### src/design/cpusub_pkg.sv
// package: opcodes, field layouts and sizes for the instruction subset core
//
// Summary of operation
// (RQ1) and with memory: accumulator becomes accumulator AND addressed memory nibble, one cycle
// (RQ2) in-page jump loads 7-bit offset field, page field kept
// (RQ3) long jump: page from first word, offset from second, two cycles
// (RQ4) indirect long jump: page from instruction, offset is D[2:0] with accumulator
// (RQ5) page-two call: bump stack level, push pc, page 2 plus immediate offset
// (RQ6) long call: bump stack level, push pc, page and offset from two words
// (RQ7) indirect long call: push pc, page from instruction, offset D[2:0] with accumulator
// (RQ8) return stack holds eight levels; deeper nesting is software's fault
// (RQ9) invert accumulator: one's complement, carry flag untouched
// (RQ10) ceramic select: system clock from ceramic oscillator, ring oscillator stopped
// (RQ11) rc select: system clock from rc oscillator, ring oscillator stopped
// (RQ12) decrement y; when result is 15 the next instruction is skipped
// (RQ13) interrupt mask instruction clears the master interrupt gate
// (RQ14) masking takes effect one machine cycle after the instruction
// (RQ15) unmask sets gate; acceptance effective one machine cycle later
// (RQ16) watchdog-stop arming lets a later restart instruction stop the watchdog
// (RQ17) power-down arming validates only an immediately following power-down
// (RQ18) key read: key level to accumulator bit 0, bits 3..1 cleared
// (RQ19) port zero read: four port P0 inputs into accumulator
// (RQ20) port one read: four port P1 inputs into accumulator
// (RQ21) port two read: two P2 inputs into bits 1..0, bits 3..2 cleared
// (RQ22) power-down halts to ram backup when armed just before, else no-op
// (RQ23) skipped instruction is fetched, suppressed, and takes its normal cycle
package cpusub_pkg;
	localparam int WORD_W = 10;
	localparam int PAGE_W = 5;
	localparam int OFS_W = 7;
	localparam int NIB_W = 4;
	localparam int STACK_DEPTH = 8;
	localparam int LVL_W = 3;
	localparam int PC_W = PAGE_W + OFS_W;
	localparam int RAM_AW = 8;

	// full-word opcodes
	localparam logic [9:0] OP_AND_MEM = 10'h018;
	localparam logic [9:0] OP_INV_ACC = 10'h01C;
	localparam logic [9:0] OP_DEC_Y = 10'h017;
	localparam logic [9:0] OP_MASK_IRQS = 10'h004;
	localparam logic [9:0] OP_UNMASK_IRQS = 10'h005;
	localparam logic [9:0] OP_CERAMIC = 10'h29A;
	localparam logic [9:0] OP_RC_OSC = 10'h29B;
	localparam logic [9:0] OP_ARM_WDT_STOP = 10'h29C;
	localparam logic [9:0] OP_WDT_RESTART = 10'h2A0;
	localparam logic [9:0] OP_ARM_PDOWN = 10'h05B;
	localparam logic [9:0] OP_PDOWN = 10'h008;
	localparam logic [9:0] OP_READ_KEY = 10'h26B;
	localparam logic [9:0] OP_READ_P0 = 10'h260;
	localparam logic [9:0] OP_READ_P1 = 10'h261;
	localparam logic [9:0] OP_READ_P2 = 10'h262;
	localparam logic [9:0] OP_JMP_IND_HI = 10'h010;
	localparam logic [9:0] OP_CALL_IND_HI = 10'h030;

	// prefix-coded opcodes
	localparam logic [2:0] PFX_JMP = 3'h3;
	localparam logic [2:0] PFX_CALL2 = 3'h2;
	localparam logic [4:0] PFX_LJMP = 5'h07;
	localparam logic [4:0] PFX_LCALL = 5'h06;
	localparam logic [2:0] PFX_SECOND = 3'h4;
	localparam logic [4:0] IND_MASK_HI = 5'h10;

	localparam logic [PAGE_W-1:0] CALL_PAGE = 5'h02;
	localparam logic [NIB_W-1:0] Y_WRAP = 4'hF;
	localparam logic [NIB_W-1:0] NIB_ONE = 4'h1;
	localparam logic [PC_W-1:0] PC_ONE = 12'h001;
	localparam logic [PC_W-1:0] PC_RESET = 12'h000;
	localparam logic [LVL_W-1:0] LVL_ONE = 3'h1;
	localparam logic [LVL_W-1:0] LVL_RESET = 3'h7;

	typedef enum logic [1:0] {
		CPUSUB_FETCH = 2'b00,
		CPUSUB_SECOND = 2'b01,
		CPUSUB_HALT = 2'b10
	} cpusub_state_t;

	typedef enum logic [1:0] {
		CPUSUB_LJMP = 2'b00,
		CPUSUB_LJMP_IND = 2'b01,
		CPUSUB_LCALL = 2'b10,
		CPUSUB_LCALL_IND = 2'b11
	} cpusub_long_t;
endpackage

### src/design/cpusub_ret_stack.sv
// return stack memory: eight program counter slots, registered read data
`timescale 1ns/1ps
module cpusub_ret_stack #(
	parameter int DEPTH = cpusub_pkg::STACK_DEPTH,
	parameter int AW = cpusub_pkg::LVL_W,
	parameter int DW = cpusub_pkg::PC_W
) (
	input wire logic clk_sys,
	input wire logic srst,
	input wire logic wr_en,
	input wire logic [AW-1:0] wr_addr,
	input wire logic [DW-1:0] wr_data,
	input wire logic [AW-1:0] rd_addr,
	output logic [DW-1:0] rd_data
);
	import cpusub_pkg::*;

	logic [DW-1:0] mem [DEPTH];

	// deeper nesting just wraps the level and overwrites the oldest slot
	always_ff @(posedge clk_sys) begin
		if (wr_en) begin
			mem[wr_addr] <= wr_data; // RQ8
		end
	end

	always_ff @(posedge clk_sys) begin
		if (srst) begin
			rd_data <= '0;
		end else begin
			rd_data <= mem[rd_addr];
		end
	end
endmodule

### src/design/cpusub_in_sync.sv
// three-stage input synchroniser; change accepted when stages two and three agree
`timescale 1ns/1ps
module cpusub_in_sync #(
	parameter int W = 1
) (
	input wire logic clk_sys,
	input wire logic srst,
	input wire logic [W-1:0] pin_in,
	output logic [W-1:0] level_out
);
	logic [W-1:0] s1_ff;
	logic [W-1:0] s2_ff;
	logic [W-1:0] s3_ff;
	logic [W-1:0] agree;

	assign agree = ~(s2_ff ^ s3_ff);

	always_ff @(posedge clk_sys) begin
		if (srst) begin
			s1_ff <= '0;
			s2_ff <= '0;
			s3_ff <= '0;
			level_out <= '0;
		end else begin
			s1_ff <= pin_in;
			s2_ff <= s1_ff;
			s3_ff <= s2_ff;
			level_out <= (agree & s3_ff) | (~agree & level_out);
		end
	end
endmodule

### src/design/cpusub_core.sv
// instruction subset execution core: decode, pc, stack, accumulator and control flags
`timescale 1ns/1ps
module cpusub_core (
	input wire logic clk_sys,
	input wire logic srst,
	input wire logic [cpusub_pkg::WORD_W-1:0] instr_word,
	input wire logic [cpusub_pkg::NIB_W-1:0] mem_rdata,
	input wire logic key_pin,
	input wire logic [cpusub_pkg::NIB_W-1:0] port_zero_pin,
	input wire logic [cpusub_pkg::NIB_W-1:0] port_one_pin,
	input wire logic [1:0] port_two_pin,
	input wire logic [cpusub_pkg::NIB_W-1:0] d_reg_in,
	output logic [cpusub_pkg::PAGE_W-1:0] prog_page_field,
	output logic [cpusub_pkg::OFS_W-1:0] prog_offset_field,
	output logic [cpusub_pkg::NIB_W-1:0] acc_out,
	output logic [cpusub_pkg::NIB_W-1:0] y_index_out,
	output logic [cpusub_pkg::LVL_W-1:0] stack_level,
	output logic [cpusub_pkg::PC_W-1:0] ret_top_out,
	output logic irq_master_gate,
	output logic irq_accept_en,
	output logic ceramic_sel,
	output logic rc_sel,
	output logic ring_osc_run,
	output logic wdt_stop_armed,
	output logic wdt_stop,
	output logic ram_backup_halt,
	output logic skip_active
);
	import cpusub_pkg::*;

	//****************************************
	// state and storage
	//****************************************
	cpusub_state_t state_ff;
	cpusub_long_t long_kind_ff;
	logic [PAGE_W-1:0] long_page_ff;
	logic [NIB_W-1:0] acc_ff;
	logic [NIB_W-1:0] y_ff;
	logic [PAGE_W-1:0] page_ff;
	logic [OFS_W-1:0] ofs_ff;
	logic [LVL_W-1:0] lvl_ff;
	logic gate_ff;
	logic accept_ff;
	logic ceramic_ff;
	logic rc_ff;
	logic ring_ff;
	logic wdt_arm_ff;
	logic wdt_stop_ff;
	logic pd_arm_ff;
	logic halt_ff;
	logic skip_ff;
	logic [PC_W-1:0] ret_rdata;

	logic key_lvl;
	logic [NIB_W-1:0] p0_lvl;
	logic [NIB_W-1:0] p1_lvl;
	logic [1:0] p2_lvl;

	//****************************************
	// pin inputs
	//****************************************
	cpusub_in_sync #(.W(1)) u_sync_key (
		.clk_sys(clk_sys),
		.srst(srst),
		.pin_in(key_pin),
		.level_out(key_lvl)
	);
	cpusub_in_sync #(.W(NIB_W)) u_sync_p0 (
		.clk_sys(clk_sys),
		.srst(srst),
		.pin_in(port_zero_pin),
		.level_out(p0_lvl)
	);
	cpusub_in_sync #(.W(NIB_W)) u_sync_p1 (
		.clk_sys(clk_sys),
		.srst(srst),
		.pin_in(port_one_pin),
		.level_out(p1_lvl)
	);
	cpusub_in_sync #(.W(2)) u_sync_p2 (
		.clk_sys(clk_sys),
		.srst(srst),
		.pin_in(port_two_pin),
		.level_out(p2_lvl)
	);

	//****************************************
	// decode
	//****************************************
	wire in_fetch = (state_ff == CPUSUB_FETCH);
	wire in_second = (state_ff == CPUSUB_SECOND);
	// a skipped word still costs its fetch cycle but acts on nothing
	wire live = in_fetch && !skip_ff; // RQ23
	wire live2 = in_second && !skip_ff; // RQ23
	wire [PC_W-1:0] pc_now = {page_ff, ofs_ff};
	wire [PC_W-1:0] pc_inc = pc_now + PC_ONE;

	wire is_and = live && (instr_word == OP_AND_MEM);
	wire is_inv = live && (instr_word == OP_INV_ACC);
	wire is_dey = live && (instr_word == OP_DEC_Y);
	wire is_mask = live && (instr_word == OP_MASK_IRQS);
	wire is_unmask = live && (instr_word == OP_UNMASK_IRQS);
	wire is_ceramic = live && (instr_word == OP_CERAMIC);
	wire is_rc = live && (instr_word == OP_RC_OSC);
	wire is_wdt_arm = live && (instr_word == OP_ARM_WDT_STOP);
	wire is_wdt_rst = live && (instr_word == OP_WDT_RESTART);
	wire is_pd_arm = live && (instr_word == OP_ARM_PDOWN);
	wire is_pdown = live && (instr_word == OP_PDOWN);
	wire is_key = live && (instr_word == OP_READ_KEY);
	wire is_p0 = live && (instr_word == OP_READ_P0);
	wire is_p1 = live && (instr_word == OP_READ_P1);
	wire is_p2 = live && (instr_word == OP_READ_P2);
	wire is_jmp = live && (instr_word[9:7] == PFX_JMP);
	wire is_call2 = live && (instr_word[9:7] == PFX_CALL2);
	wire is_ljmp = live && (instr_word[9:5] == PFX_LJMP);
	wire is_lcall = live && (instr_word[9:5] == PFX_LCALL);
	wire is_ljmp_ind = live && (instr_word == OP_JMP_IND_HI);
	wire is_lcall_ind = live && (instr_word == OP_CALL_IND_HI);
	wire is_long_first = is_ljmp || is_lcall || is_ljmp_ind || is_lcall_ind;

	// indirect forms carry the page in the second word, bit 4 split off at bit 6
	wire [PAGE_W-1:0] ind_page = {instr_word[6], instr_word[3:0]};
	wire [OFS_W-1:0] ind_ofs = {d_reg_in[2:0], acc_ff};
	wire second_ok = (instr_word[9:7] == PFX_SECOND);
	wire dey_wrap = ((y_ff - NIB_ONE) == Y_WRAP); // RQ12

	cpusub_long_t nxt_long_kind;
	assign nxt_long_kind = is_ljmp ? CPUSUB_LJMP :
		is_lcall ? CPUSUB_LCALL :
		is_ljmp_ind ? CPUSUB_LJMP_IND : CPUSUB_LCALL_IND;

	wire long_is_call = live2 && (long_kind_ff == CPUSUB_LCALL || long_kind_ff == CPUSUB_LCALL_IND);
	wire long_is_ind = (long_kind_ff == CPUSUB_LJMP_IND || long_kind_ff == CPUSUB_LCALL_IND);
	wire [PAGE_W-1:0] long_page = long_is_ind ? ind_page : long_page_ff; // RQ4 RQ7
	wire [OFS_W-1:0] long_ofs = long_is_ind ? ind_ofs : instr_word[OFS_W-1:0]; // RQ3 RQ6

	// push happens with the first word of a page-two call, second word of long calls
	wire push = is_call2 || long_is_call; // RQ5 RQ6 RQ7
	wire [LVL_W-1:0] push_lvl = lvl_ff + LVL_ONE;
	// the pushed pc is the return address, one past the call
	wire [PC_W-1:0] push_pc = pc_inc;

	cpusub_ret_stack u_ret_stack (
		.clk_sys(clk_sys),
		.srst(srst),
		.wr_en(push),
		.wr_addr(push_lvl),
		.wr_data(push_pc),
		.rd_addr(lvl_ff),
		.rd_data(ret_rdata)
	);

	//****************************************
	// next values
	//****************************************
	logic [NIB_W-1:0] nxt_acc;
	assign nxt_acc = is_and ? (acc_ff & mem_rdata) : // RQ1
		is_inv ? ~acc_ff : // RQ9
		is_key ? {3'h0, key_lvl} : // RQ18
		is_p0 ? p0_lvl : // RQ19
		is_p1 ? p1_lvl : // RQ20
		is_p2 ? {2'h0, p2_lvl} : // RQ21
		acc_ff;

	logic [PC_W-1:0] nxt_pc;
	assign nxt_pc = is_jmp ? {page_ff, instr_word[OFS_W-1:0]} : // RQ2
		is_call2 ? {CALL_PAGE, instr_word[OFS_W-1:0]} : // RQ5
		(live2 && second_ok) ? {long_page, long_ofs} :
		pc_inc;

	wire pd_valid = is_pdown && pd_arm_ff; // RQ22

	cpusub_state_t nxt_state;
	assign nxt_state = pd_valid ? CPUSUB_HALT :
		(in_fetch && (is_long_first || (skip_ff && (instr_word[9:5] == PFX_LJMP ||
			instr_word[9:5] == PFX_LCALL || instr_word == OP_JMP_IND_HI ||
			instr_word == OP_CALL_IND_HI)))) ? CPUSUB_SECOND :
		in_second ? CPUSUB_FETCH : state_ff;

	// skip covers both words of a skipped two-word instruction
	wire nxt_skip = is_dey ? dey_wrap : (in_fetch && nxt_state == CPUSUB_SECOND) ? skip_ff : 1'b0; // RQ12 RQ23

	//****************************************
	// registers
	//****************************************
	always_ff @(posedge clk_sys) begin
		if (srst) begin
			state_ff <= CPUSUB_FETCH;
			long_kind_ff <= CPUSUB_LJMP;
			long_page_ff <= '0;
			acc_ff <= '0;
			y_ff <= '0;
			{page_ff, ofs_ff} <= PC_RESET;
			lvl_ff <= LVL_RESET;
			skip_ff <= 1'b0;
		end else begin
			state_ff <= nxt_state;
			skip_ff <= nxt_skip;
			acc_ff <= nxt_acc;
			if (is_long_first) begin
				long_kind_ff <= nxt_long_kind;
				long_page_ff <= instr_word[PAGE_W-1:0]; // RQ3 RQ6
			end
			if (is_dey) begin
				y_ff <= y_ff - NIB_ONE; // RQ12
			end
			if (state_ff != CPUSUB_HALT) begin
				{page_ff, ofs_ff} <= nxt_pc;
			end
			if (push) begin
				lvl_ff <= push_lvl; // RQ8
			end
		end
	end

	// gate moves at once; acceptance follows one machine cycle later
	always_ff @(posedge clk_sys) begin
		if (srst) begin
			gate_ff <= 1'b0;
			accept_ff <= 1'b0;
		end else begin
			if (is_mask) begin
				gate_ff <= 1'b0; // RQ13
			end else if (is_unmask) begin
				gate_ff <= 1'b1; // RQ15
			end
			accept_ff <= gate_ff; // RQ14 RQ15
		end
	end

	// ring oscillator runs until a source is chosen
	always_ff @(posedge clk_sys) begin
		if (srst) begin
			ceramic_ff <= 1'b0;
			rc_ff <= 1'b0;
			ring_ff <= 1'b1;
		end else if (is_ceramic) begin
			ceramic_ff <= 1'b1; // RQ10
			rc_ff <= 1'b0;
			ring_ff <= 1'b0;
		end else if (is_rc) begin
			rc_ff <= 1'b1; // RQ11
			ceramic_ff <= 1'b0;
			ring_ff <= 1'b0;
		end
	end

	always_ff @(posedge clk_sys) begin
		if (srst) begin
			wdt_arm_ff <= 1'b0;
			wdt_stop_ff <= 1'b0;
			pd_arm_ff <= 1'b0;
			halt_ff <= 1'b0;
		end else begin
			if (is_wdt_arm) begin
				wdt_arm_ff <= 1'b1; // RQ16
			end
			if (is_wdt_rst && wdt_arm_ff) begin
				wdt_stop_ff <= 1'b1; // RQ16
			end
			// arming lasts exactly one instruction slot
			if (in_fetch) begin
				pd_arm_ff <= is_pd_arm; // RQ17
			end
			if (pd_valid) begin
				halt_ff <= 1'b1; // RQ22
			end
		end
	end

	//****************************************
	// outputs
	//****************************************
	always_ff @(posedge clk_sys) begin
		if (srst) begin
			prog_page_field <= '0;
			prog_offset_field <= '0;
			acc_out <= '0;
			y_index_out <= '0;
			stack_level <= LVL_RESET;
			ret_top_out <= '0;
			irq_master_gate <= 1'b0;
			irq_accept_en <= 1'b0;
			ceramic_sel <= 1'b0;
			rc_sel <= 1'b0;
			ring_osc_run <= 1'b1;
			wdt_stop_armed <= 1'b0;
			wdt_stop <= 1'b0;
			ram_backup_halt <= 1'b0;
			skip_active <= 1'b0;
		end else begin
			prog_page_field <= page_ff;
			prog_offset_field <= ofs_ff;
			acc_out <= acc_ff;
			y_index_out <= y_ff;
			stack_level <= lvl_ff;
			ret_top_out <= ret_rdata;
			irq_master_gate <= gate_ff;
			irq_accept_en <= accept_ff;
			ceramic_sel <= ceramic_ff;
			rc_sel <= rc_ff;
			ring_osc_run <= ring_ff;
			wdt_stop_armed <= wdt_arm_ff;
			wdt_stop <= wdt_stop_ff;
			ram_backup_halt <= halt_ff;
			skip_active <= skip_ff;
		end
	end
endmodule

### config.mk
export PLATFORM = sky130hd
export DESIGN_NAME = cpusub_core
export DESIGN_NICKNAME = d
export VERILOG_FILES = /design/src/design/cpusub_pkg.sv /design/src/design/cpusub_ret_stack.sv /design/src/design/cpusub_in_sync.sv /design/src/design/cpusub_core.sv
export SDC_FILE = /design/constraint.sdc
export NUM_CORES = 1
export LEC_CHECK = 0
export ABC_AREA = 1
export BUFFER_PORTS_ARGS = -buffer_cell sky130_fd_sc_hd__buf_2
export CAP_MARGIN = 5
export CORE_ASPECT_RATIO = 2
export CORE_UTILIZATION = 45
export CTS_CLUSTER_DIAMETER = 150
export DETAILED_ROUTE_END_ITERATION = 6
export SYNTH_ARGS = -nofsm -noshare
export SYNTH_HDL_FRONTEND = slang
export SYNTH_SLANG_ARGS = --single-unit
### constraint.sdc
create_clock -name clk_sys -period 6.55 [get_ports clk_sys]
set_input_delay 1.31 -clock clk_sys [delete_from_list [all_inputs] [get_ports clk_sys]]
set_output_delay 1.31 -clock clk_sys [all_outputs]
set_load 0.02 [all_outputs]
==> results.md <==
- Area Growth Syn to Fin: 14.1%
- Clock skew: around 0.0072 ns
- Post-cts hold buffer count: 0
- CTS Buf Count: 21
- Startpoint Class: flip-flop
- Post-DRT Antenna Nets: 0
- CTS tree: built
- Die extent in x: 103 um
- Hold WS: a little over 0.4 ns
- Rows: 73
- # nets final: between 1,000 and 1,500
- Sink Count: 237
- Final WL: approximately 21,000 um
- Top-area cell type share of the netlist area: 31.5%
- Clk_lat worst skew: 0.50 ns
- DRC: 0
- CP max FO: 30
- Worst vdd ir: 204 uV
- Crit Path Category: flip-flop to flip-flop
- Multiplexer share of the synthesized area: 0%
- Main combinational cell family by area after synthesis: simple AND/OR/NAND/NOR gates
- Cell Area, Synth: between 9000 and 10,000 sq um
- Hold path cells: 2
- Mapped Cells: approximately 990
- Async SR Flop Fraction: 0%
- Total iterations of the first detailed-routing run: 5
- DIE HEIGHT: between 200 and 250 um
- Post-Synth XOR/XNOR Area: less than 1%
- Top Ports: 75
- Post-CTS Resized: 0
- CTS H-tree depth: 1
- First-pass GRT wire length: between 30,000 and 40,000 um
- Adder-cell share of the synthesized area: less than 1%
- Max Cap Viol: 0
- N_diodes: 0
- Unrepaired setup endpoints after global routing: no
- Layout cell share with drive strength beyond 1: roughly 14%
- Fillers: 1,948
- Req. time, crit path: between 6 and 7 ns
- Via count of the routed design: approximately 6,600
- Multi-input logic area: approximately 2800 sq um
- Vias per cell: 4.98
- PwrDens: between 200 and 300 nW/um^2
- Top area cells in the synthesized netlist: edfxtp_1 31%, dfxtp_1 31%, nor2_1 7.2%
- Final HPWL DP: about 14,000 um
- Post-synthesis sequential area ratio: slightly above 60%
- Starting Density: 46.0%
- Syn Nets: roughly 1,000
- Register Area: ~5700 sq um
- R2R depth: 6
- CP endpoint kind: flip-flop
- Core box area: roughly 20,000 sq um
- Fin. Hold Viols: 0
- Slew margin rel.: between 30 and 40%
- GPL Wtd Cong: roughly 0.92
- DRT iter0 DRCs: between 300 and 400
- All-Layer GR Usage: a little over a fifth
- Setup TNS: 0 ns
- Worst Max-Slew Pin Slew: about 0.96 ns
- Wirelength per Cell: 15.7 um
- Final Critical Period: ~3 ns
- Count of final setup violators: 0
- Fmax: between 300 and 400 MHz
- HP Class: flip-flop to flip-flop
- Leak Pwr: 4.26 nW
- Post-CTS Setup Inserts: 0
- Mean Syn Cell Area: between 9 and 10 sq um
- CTS root buffer: clkbuf_16
- Antenna violations before repair: 0
- Vias in the first global route: ~6,500
- Largest net degree at the start of global routing: a little over 70
- Status: completed
- I/O Buffers: 73
- Final Max Tran Viols: 0
- Total Die Area: roughly 21,000 sq um
- #FFs+latches synth: approximately 240
- Synth Area in Compound Gates: between 10 and 15%
- Critical Path AT: about 3.1 ns
- Final period utilization: between 40% and 50%
- Simple-gate portion of the synthesized area: between 10% and 20%
- Overflow after GRT: 0
- Library cells used by synthesis: 37
- Area leader, netlist: edfxtp_1
- Worst-path clk slew: 0.06 ns
- Most used flip-flop cell after synthesis: dfxtp_1
- EDFF count, synth: 96
- Yosys warnings: 0
- Deepest clock path buffer count: 3
cell usage in the layout (no fill, tap or decap), drive strengths merged:
master  count
or2         2
nand2     117
bufinv      1
o22ai      25
buf        82
a311oi      1
a21oi      35
nor2      190
o21a        2
clkbuf     29
dfxtp     141
xor2        9
clkinv      7
nand3      53
o21ai     105
a221oi      1
a32oi       1
inv       131
o221ai      1
a31oi       4
edfxtp     96
nor3        8
nand4       5
o211ai     10
a211oi      4
ha          4
flip-flops by register name, indices dropped and copies added, names as in the netlist, 5 cells and up, named ones only:
name                 cells
prog_page_field          5
ofs_ff                   7
u_ret_stack.rd_data     12
ret_top_out             12
u_ret_stack.mem         96
page_ff                  5
prog_offset_field        7
long_page_ff             5
cell type report:
| cell class | instances | area share (%) |
|---|---|---|
| inverters | 132 | 4.75 |
| flip-flops and latches | 237 | 54.6 |
| clock inverters | 7 | 0.587 |
| clock buffers | 29 | 6.10 |
| well taps | 262 | 3.14 |
| repair buffers | 82 | 4.17 |
| multi-input cells | 577 | 26.7 |
path summary, 6_finish.rpt:
kind,start,slack [ns],end
max,lvl_ff[0]$_SDFFE_PP1P_,3.55,u_ret_stack.mem[0][0]$_DFFE_PP_
min,u_ret_stack.rd_data[3]$_SDFF_PP0_,0.40,ret_top_out[3]$_SDFF_PP0_
max reg2reg,lvl_ff[0]$_SDFFE_PP1P_,3.55,u_ret_stack.mem[0][0]$_DFFE_PP_
min reg2reg,u_ret_stack.rd_data[3]$_SDFF_PP0_,0.40,ret_top_out[3]$_SDFF_PP0_
power breakdown:
group / internal, mW / switching (mW) / total, mW
logic: 0.0536 / 0.128 / 0.181
clock network: 0.718 / 0.529 / 1.25
registers: 1.57 / 0.0179 / 1.59
total: 2.34 / 0.675 / 3.02
cells in the mapped netlist, types with 7 or more instances:
cell / n
dfxtp_1: 141
clkbuf_1: 28
o22ai_1: 25
o21ai_0: 101
nand2_1: 111
xor2_1: 9
nor2_2: 10
edfxtp_1: 96
nor2_1: 176
inv_1: 129
nor3_1: 7
nand3_1: 50
o211ai_1: 10
a21oi_1: 34
per-layer routing:
| layer | track usage [%] | wire (um) |
|---|---|---|
| met1 | 22.4 | 7520 |
| met2 | 39.6 | 11500 |
| met3 | 2.09 | 842 |
| met4 | 11.1 | 1010 |
| met5 | 0 | 0 |
cell families (layout without fill, tap and decap cells):
logic type	count (synthesis)	after routing
and+or+nand+nor	375	375
adders and majority gates	4	4
AOI/OAI and AO/OA	189	189
xor gates and xnor gates	9	9
DFF	237	237
buffers and inverters	173	250
worst max-delay path, cell delays in order, from the launching register on:
cell     delay, ns
dfxtp_1       0.82
buf_4         0.44
ha_1          0.22
nand2_1       0.06
nand2_1       0.17
nand2_1       0.12
nor2_2        0.77
through the flow:
| step | cell area (sq um) | power (mW) | std cells | setup slack [ns] | util (%) |
|---|---|---|---|---|---|
| after floorplan | 9150 | 1.74 | 987 | 3.69 | - |
| after global placement | 9750 | 1.80 | 1290 | 3.23 | 49.0 |
| after detailed placement | 9750 | 1.80 | 1290 | 3.22 | 49.0 |
| after CTS | 10400 | 3.05 | 1326 | 3.55 | 52.5 |
| after global routing | 10400 | 3.13 | 1326 | 3.34 | 52.5 |
| final | 10400 | 3.02 | 1326 | 3.55 | 52.5 |
Power figures use the tool's default switching activity.
